File: src/verilog/ucps_pkg.sv
package ucps_pkg;

    // ==========================================================
    // Strap presets for channel 0 (enable, base, interrupt)
    localparam logic [7:0] UCPS_EN_ON = 8'h01;
    localparam logic [7:0] UCPS_EN_OFF = 8'h00;
    localparam logic [7:0] UCPS_BASE_HI_ALT = 8'h03;
    localparam logic [7:0] UCPS_BASE_LO_ALT = 8'hE0;
    localparam logic [7:0] UCPS_BASE_HI_LEG = 8'h03;
    localparam logic [7:0] UCPS_BASE_LO_LEG = 8'hF8;
    localparam logic [7:0] UCPS_IRQ_CH0 = 8'h03;
    localparam logic [7:0] UCPS_ZERO = 8'h00;

    // ==========================================================
    // Configuration index port choices
    localparam logic [7:0] UCPS_INDEX_DEF = 8'h2E;
    localparam logic [7:0] UCPS_INDEX_ALT = 8'h4E;

    // ==========================================================
    // Reference clock selection codes
    localparam logic UCPS_REF_24M = 1'b0;
    localparam logic UCPS_REF_48M = 1'b1;
    localparam int UCPS_REF_24M_HZ = 24000000;
    localparam int UCPS_REF_48M_HZ = 48000000;

    // ==========================================================
    // Configuration write selectors
    localparam logic [1:0] UCPS_SEL_ENABLE = 2'h0;
    localparam logic [1:0] UCPS_SEL_BASE_HI = 2'h1;
    localparam logic [1:0] UCPS_SEL_BASE_LO = 2'h2;
    localparam logic [1:0] UCPS_SEL_IRQ = 2'h3;

    typedef enum logic [1:0] {
        UCPS_ST_RESET = 2'b01,
        UCPS_ST_RUN = 2'b10
    } ucps_state_t;

endpackage : ucps_pkg

File: src/verilog/ucps_pins.sv
// Functional notes
// - Serial transmit output stays high in reset and while idle.
// - Infrared transmit output stays low in reset and while idle.
// - Infrared receive rests low; steady low means no incoming data.
// - Strap pins sampled at reset to preset channel configuration values.
// - Strap presets remain writable by software afterwards.
// - Strap pins pulled up internally; unstrapped pin reads as one.
// - Watchdog expiry output is open drain, driven low only on expiry.
// - Modem status inputs active low, or read as general inputs.
// - Send request and terminal ready driven low when asserted, or GPIO.
// - Reference clock is 24 or 48 MHz; both supported.
// - Send request strap high selects index 0x2E, low selects 0x4E.
// - Both channel 0 base straps high give legacy base 0x3F8.
`timescale 1ns/10ps
module ucps_pins (
    input wire logic sys_clk_i,
    input wire logic rst_i,
    // Core side of the channel
    input wire logic tx_active_i,
    input wire logic tx_bit_i,
    input wire logic ir_active_i,
    input wire logic ir_bit_i,
    output logic rx_bit_o,
    output logic ir_rx_bit_o,
    output logic ir_rx_busy_o,
    input wire logic modem_gpio_mode_i,
    input wire logic req_send_i,
    input wire logic term_ready_i,
    input wire logic [1:0] gpio_out_i,
    output logic [3:0] modem_status_o,
    output logic [3:0] gpio_in_o,
    input wire logic watchdog_expire_i,
    input wire logic ref_clock_sel_i,
    output logic [31:0] ref_clock_hz_o,
    input wire logic cfg_wr_i,
    input wire logic [1:0] cfg_sel_i,
    input wire logic [7:0] cfg_data_i,
    output logic [7:0] cfg_enable_o,
    output logic [7:0] cfg_base_hi_o,
    output logic [7:0] cfg_base_lo_o,
    output logic [7:0] cfg_irq_o,
    output logic [7:0] cfg_index_port_o,
    output logic straps_valid_o,
    // Line side pins
    output logic serial_out_ch0_o,
    output logic serial_out_ch0_oe_n_o,
    input wire logic serial_out_ch0_i,
    input wire logic serial_in_ch0_i,
    output logic infrared_out_n_o,
    input wire logic infrared_in_n_i,
    output logic request_send_ch0_n_o,
    output logic request_send_ch0_n_oe_n_o,
    input wire logic request_send_ch0_n_i,
    output logic terminal_ready_ch0_n_o,
    output logic terminal_ready_ch0_n_oe_n_o,
    input wire logic terminal_ready_ch0_n_i,
    input wire logic clear_send_ch0_n_i,
    input wire logic set_ready_ch0_n_i,
    input wire logic carrier_detect_ch0_n_i,
    input wire logic ring_ind_ch0_n_i,
    output logic watchdog_expired_n_o,
    output logic watchdog_expired_n_oe_n_o
);
    import ucps_pkg::*;

    // ==========================================================
    // Reset sequencing
    ucps_state_t state_reg;
    ucps_state_t state_next;
    wire logic capture;
    wire logic [3:0] strap_pins;
    wire logic [3:0] strap_q;

    // First cycle after release: pins still float on pull-ups
    assign capture = (state_reg == UCPS_ST_RESET);
    assign state_next = UCPS_ST_RUN;

    always_ff @(posedge sys_clk_i or posedge rst_i) begin
        if (rst_i) begin
            state_reg <= UCPS_ST_RESET;
        end else begin
            state_reg <= state_next;
        end
    end

    // Bit order: 3 port select, 2 alt base, 1 legacy base, 0 spare
    assign strap_pins = {request_send_ch0_n_i, terminal_ready_ch0_n_i,
                         serial_out_ch0_i, 1'b1};

    ucps_strap_latch u_latch (
        .sys_clk_i(sys_clk_i),
        .rst_i(rst_i),
        .capture_i(capture),
        .strap_i(strap_pins),
        .strap_o(strap_q)
    );

    assign straps_valid_o = (state_reg == UCPS_ST_RUN);

    // ==========================================================
    // Strap decode into presets
    wire logic alt_base;
    wire logic legacy_base;
    wire logic any_base;
    wire logic [7:0] preset_en;
    wire logic [7:0] preset_hi;
    wire logic [7:0] preset_lo;
    wire logic [7:0] preset_irq;

    assign alt_base = strap_q[2];
    assign legacy_base = strap_q[1];
    assign any_base = alt_base | legacy_base;
    assign preset_en = any_base ? UCPS_EN_ON : UCPS_EN_OFF;
    // Legacy base wins when both straps are high
    assign preset_hi = legacy_base ? UCPS_BASE_HI_LEG :
                       (alt_base ? UCPS_BASE_HI_ALT : UCPS_ZERO);
    assign preset_lo = legacy_base ? UCPS_BASE_LO_LEG :
                       (alt_base ? UCPS_BASE_LO_ALT : UCPS_ZERO);
    assign preset_irq = any_base ? UCPS_IRQ_CH0 : UCPS_ZERO;
    assign cfg_index_port_o = strap_q[3] ? UCPS_INDEX_DEF : UCPS_INDEX_ALT;

    // ==========================================================
    // Preset configuration, software writable
    logic [7:0] en_reg;
    logic [7:0] hi_reg;
    logic [7:0] lo_reg;
    logic [7:0] irq_reg;
    logic capture_done_reg;
    wire logic wr_en;
    wire logic wr_hi;
    wire logic wr_lo;
    wire logic wr_irq;

    // Writes during the capture and preset-load cycles are dropped; preset lands first
    assign wr_en = cfg_wr_i & (cfg_sel_i == UCPS_SEL_ENABLE);
    assign wr_hi = cfg_wr_i & (cfg_sel_i == UCPS_SEL_BASE_HI);
    assign wr_lo = cfg_wr_i & (cfg_sel_i == UCPS_SEL_BASE_LO);
    assign wr_irq = cfg_wr_i & (cfg_sel_i == UCPS_SEL_IRQ);

    always_ff @(posedge sys_clk_i or posedge rst_i) begin
        if (rst_i) begin
            en_reg <= UCPS_ZERO;
            hi_reg <= UCPS_ZERO;
            lo_reg <= UCPS_ZERO;
            irq_reg <= UCPS_ZERO;
        end else if (state_reg == UCPS_ST_RESET) begin
            en_reg <= UCPS_ZERO;
            hi_reg <= UCPS_ZERO;
            lo_reg <= UCPS_ZERO;
            irq_reg <= UCPS_ZERO;
        end else if (capture_done_reg == 1'b0) begin
            en_reg <= preset_en;
            hi_reg <= preset_hi;
            lo_reg <= preset_lo;
            irq_reg <= preset_irq;
        end else begin
            if (wr_en) en_reg <= cfg_data_i;
            if (wr_hi) hi_reg <= cfg_data_i;
            if (wr_lo) lo_reg <= cfg_data_i;
            if (wr_irq) irq_reg <= cfg_data_i;
        end
    end

    // Marks that the latched straps have been copied into the presets
    always_ff @(posedge sys_clk_i or posedge rst_i) begin
        if (rst_i) begin
            capture_done_reg <= 1'b0;
        end else if (state_reg == UCPS_ST_RUN) begin
            capture_done_reg <= 1'b1;
        end
    end

    assign cfg_enable_o = en_reg;
    assign cfg_base_hi_o = hi_reg;
    assign cfg_base_lo_o = lo_reg;
    assign cfg_irq_o = irq_reg;

    // ==========================================================
    // Line outputs, registered
    logic tx_reg;
    logic ir_reg;
    logic rts_reg;
    logic dtr_reg;
    logic wdt_reg;
    wire logic tx_next;
    wire logic ir_next;
    wire logic rts_next;
    wire logic dtr_next;

    assign tx_next = tx_active_i ? tx_bit_i : 1'b1;
    assign ir_next = ir_active_i ? ir_bit_i : 1'b0;
    assign rts_next = modem_gpio_mode_i ? gpio_out_i[0] : ~req_send_i;
    assign dtr_next = modem_gpio_mode_i ? gpio_out_i[1] : ~term_ready_i;

    always_ff @(posedge sys_clk_i or posedge rst_i) begin
        if (rst_i) begin
            tx_reg <= 1'b1;
            ir_reg <= 1'b0;
            rts_reg <= 1'b1;
            dtr_reg <= 1'b1;
            wdt_reg <= 1'b0;
        end else begin
            tx_reg <= tx_next;
            ir_reg <= ir_next;
            rts_reg <= rts_next;
            dtr_reg <= dtr_next;
            wdt_reg <= watchdog_expire_i;
        end
    end

    // Strap pins released until capture so the pull-ups set the level
    assign serial_out_ch0_o = tx_reg;
    assign serial_out_ch0_oe_n_o = capture;
    assign request_send_ch0_n_o = rts_reg;
    assign request_send_ch0_n_oe_n_o = capture;
    assign terminal_ready_ch0_n_o = dtr_reg;
    assign terminal_ready_ch0_n_oe_n_o = capture;
    assign infrared_out_n_o = ir_reg;
    // Open drain: data always low, enable only on expiry
    assign watchdog_expired_n_o = 1'b0;
    assign watchdog_expired_n_oe_n_o = ~wdt_reg;

    // ==========================================================
    // Line inputs
    assign rx_bit_o = serial_in_ch0_i;
    assign ir_rx_bit_o = infrared_in_n_i;
    assign ir_rx_busy_o = infrared_in_n_i;
    assign modem_status_o = ~{ring_ind_ch0_n_i, carrier_detect_ch0_n_i,
                              set_ready_ch0_n_i, clear_send_ch0_n_i};
    assign gpio_in_o = {ring_ind_ch0_n_i, carrier_detect_ch0_n_i,
                        set_ready_ch0_n_i, clear_send_ch0_n_i};

    // ==========================================================
    // Reference clock rate for the baud divider
    assign ref_clock_hz_o = (ref_clock_sel_i == UCPS_REF_48M) ?
                            32'(UCPS_REF_48M_HZ) : 32'(UCPS_REF_24M_HZ);

endmodule : ucps_pins

File: src/verilog/ucps_strap_latch.sv
`timescale 1ns/10ps
module ucps_strap_latch (
    input wire logic sys_clk_i,
    input wire logic rst_i,
    input wire logic capture_i,
    input wire logic [3:0] strap_i,
    output logic [3:0] strap_o
);
    import ucps_pkg::*;

    logic [3:0] strap_reg;

    // Reset constant is all ones, the level the internal pull-ups give
    always_ff @(posedge sys_clk_i or posedge rst_i) begin
        if (rst_i) begin
            strap_reg <= 4'hF;
        end else if (capture_i) begin
            strap_reg <= strap_i;
        end
    end

    assign strap_o = strap_reg;

endmodule : ucps_strap_latch
File: config.mk
export PLATFORM = sky130hd
export DESIGN_NAME = ucps_pins
export DESIGN_NICKNAME = d
export VERILOG_FILES = /design/src/verilog/ucps_pkg.sv /design/src/verilog/ucps_pins.sv /design/src/verilog/ucps_strap_latch.sv
export SDC_FILE = /design/constraint.sdc
export NUM_CORES = 1
export LEC_CHECK = 0
export BUFFER_PORTS_ARGS = -buffer_cell sky130_fd_sc_hd__buf_2
export CORE_MARGIN = 2
export CORE_UTILIZATION = 48
export DETAILED_ROUTE_END_ITERATION = 8
export PLACE_DENSITY = 0.87
export SYNTH_ARGS = -nofsm -noshare
export SYNTH_HDL_FRONTEND = slang
export SYNTH_SLANG_ARGS = --single-unit
File: constraint.sdc
create_clock -name sys_clk_i -period 3.5 [get_ports sys_clk_i]
set_input_delay 0.7 -clock sys_clk_i [delete_from_list [all_inputs] [get_ports sys_clk_i]]
set_output_delay 0.7 -clock sys_clk_i [all_outputs]
set_load 0.1 [all_outputs]
==> impl_metrics.py <==
metrics = {
    "grt": {
        "grt_max_degree": 40,
        "grt.total_usage_pct": 16.0,
        "grt_antenna_before_repair": 0,
        "grt_first_pass_wirelength_um": 6240,
        "grt_pass1_vias": 1320,
        "grt-ovfl-total": 0,
    },
    "floorplanning": {
        "core_area_um2": 4410,
        "core.rowCount": 24,
        "die_area_um2": 5220,
        "io_pins": 126,
        "die_x_um": 72.3,
        "die_y_um": 72.3,
        "start_util_pct": 50.7,
    },
    "clock_tree": {
        "tritoncts": "yes",
        "cts-htree-levels": 2,
        "hold_buffers": 0,
        "cts_root_buf": "clkbuf_8",
        "worstSkewPairLatency_ns": 0.29,
        "cts_setup_buffers": 0,
        "ctsResizeCount": 0,
        "cts.sinks": 43,
        "clock_path_buffers": 2,
        "path_clk_slew_ns": 0.08,
        "cts_inserted_buffers": 5,
    },
    "critical_path": {
        "worst_path_max_delay_cell": "dfstp_2",
        "regToRegEndpoint": "cfg_enable_o[4]",
        "cp.depth": 3,
        "slowest_delay_ns": 0.53,
        "reg2reg_from": "state_reg[0]",
        "startpoint": "state_reg[0]",
        "path_cells": "nand2b_1 > inv_2 > buf_2",
        "worstSetupPathType": "reg -> out",
        "path_max_fanout": 12,
        "critical_path_buf_inv_count": 2,
        "r2r_slack_ns": 1.79,
        "reg2reg_depth": 3,
        "crit_arrival_ns": 1.81,
        "critical_path_required_ns": 2.80,
        "end_kind": "output port",
        "critPathTopFamily": "buffers and inverters",
        "cp-endpoint": "request_send_ch0_n_oe_n_o",
        "start_kind": "flop",
    },
    "yosys": {
        "syn_area_per_cell_um2": 11.1,
        "synth_top_area_share_pct": 40.3,
        "synth_largest_area_cell": "dfrtp_1",
        "synth_area_um2": 2240,
        "synth_compound_area_share_pct": 1.34,
        "ys_seq_elements": 43,
        "postSynthCellCount": 202,
        "synth_area_leaders": "dfrtp_1, buf_4, mux2i_1",
        "synth-xor-area-share_pct": 0,
        "synth_fa_ha_area_share_pct": 0,
        "yosysWarnings": 0,
        "ys_seq_area_share_pct": 48.5,
        "synth.distinct_cells": 28,
        "synthMuxAreaShare_pct": 15.8,
        "synth_top_family_by_area": "buffers and inverters",
        "synth_simple_gate_area_share_pct": 14.1,
    },
    "detailed_routing": {
        "finalWirelength_um": 4110,
        "vias_per_cell": 4.56,
        "drc": 0,
        "vias": 1506,
        "antenna_left": 0,
        "drt-wirelength-per-cell_um": 12.5,
        "drt_iter0_drc": 54,
        "first_pass_iters": 4,
    },
    "timing": {
        "slew_violations": 0,
        "setup_slack_ns": 0.988,
        "period_share_pct": 71.8,
        "skew_ns": 0.00496,
        "rsz0062_at_grt": "false",
        "hold_viol_final": 0,
        "setup_viol": 0,
        "worstMarginPinSlew_ns": 0.737,
        "whs_ns": 0.254,
        "relSlewSlack_pct": 50.8,
        "fin_crit_ns": 2.51,
        "timing.fmax_ghz": 0.398,
        "tns_ns": 0,
    },
    "flow_run": {
        "maxCapViolCount": 0,
    },
    "power_and_ir_drop": {
        "ir_drop_v": 0.000302,
        "power-per-cell-area_nw_per_um2": 652,
        "power_leakage_nw": 1.54,
    },
    "layout": {
        "final_util_pct": 58.2,
        "layout_common_cells": "buf_2, dfrtp_1, conb_1",
        "synthToLayoutAreaGrowth_pct": 14.9,
        "insertedDiodeCount": 0,
        "mostFrequentLayoutCell": "buf_2",
        "num-nets-final": 310,
        "drive_above_1_share_pct": 45.0,
    },
    "place": {
        "place_ws_ns": 1.30,
        "gp_congestion": 0.815,
        "dp_hpwl_um": 3090,
        "portBuffers": 91,
    },
    "outcome": {
        "status": "completed",
    },
    "worst_hold_path": {
        "hold_class": "in -> async",
    },
}
-- power by group --
group          internal [mW]  leakage (nW)  switching, mW
Combinational          0.101         0.950          0.659
Clock                  0.180        0.0515          0.161
Sequential             0.550         0.539         0.0249
-- worst register-to-register path, stage by stage (launching register included) --
cell      delay, ns
dfstp_2        0.53
nand2b_1       0.25
nand2_1        0.66
nor2_1         0.13
-- synthesized netlist by cell type (all sizes together) --
cell type and count:
inv 9, dfstp 7, nor2b 6, nor3b 1, conb 2, and2 1, a21oi 2, nand3 4
o21ai 4, nor3 6, nand2 10, nor2 22, mux2i 24, buf 54, dfrtp 36, nand2b 2
or2 1, nand3b 3, mux2 8
-- through the flow --
| step | total power [mW] | instance area (um2) | cells |
|---|---|---|---|
| 3_5_place_dp | 1.35 | 2470 | 322 |
| 6_report | 1.68 | 2570 | 330 |
| 5_1_grt | 1.74 | 2570 | 330 |
| 2_1_floorplan | 1.30 | 2350 | 231 |
| 4_1_cts | 1.69 | 2570 | 330 |
| 3_3_place_gp | 1.34 | 2470 | 322 |
-- layout make-up --
| class | instances | area, um2 |
|---|---|---|
| timing repair buffer | 93 | 470 |
| fill | 385 | 1840 |
| multi-input combinational | 125 | 816 |
| tap | 52 | 65.1 |
| sequential | 43 | 1080 |
| inverter | 9 | 33.8 |
| clock buffer | 8 | 100 |
-- metal layers --
layer / global-route usage (%) / wire, um / vias up
met5: 0 / 0 / -
met4: 6.29 / 70 / 0
met3: 6.39 / 439 / 7
met2: 25.3 / 1990 / 80
met1: 19.7 / 1610 / 699
li1: - / - / 720
-- cell families after synthesis --
group,Yosys count
buffers and inverters,63
and+or+nand+nor,56
DFF,43
muxes,32
AOI/OAI and AO/OA,6
other,2
-- worst min-delay path by stage --
| stage | slack [ns] | start | end |
|---|---|---|---|
| 6_report | 0.25 | rst_i | wdt_reg |
| 5_1_grt | 0.25 | rst_i | wdt_reg |
| 4_1_cts | 0.25 | rst_i | wdt_reg |
| 3_5_place_dp | 0.46 | u_latch.strap_o[2] | u_latch.strap_o[2] |
| 3_3_place_gp | 0.46 | u_latch.strap_o[2] | u_latch.strap_o[2] |
| 2_1_floorplan | 0.45 | u_latch.strap_o[2] | u_latch.strap_o[2] |
Power figures use the tool's default switching activity.
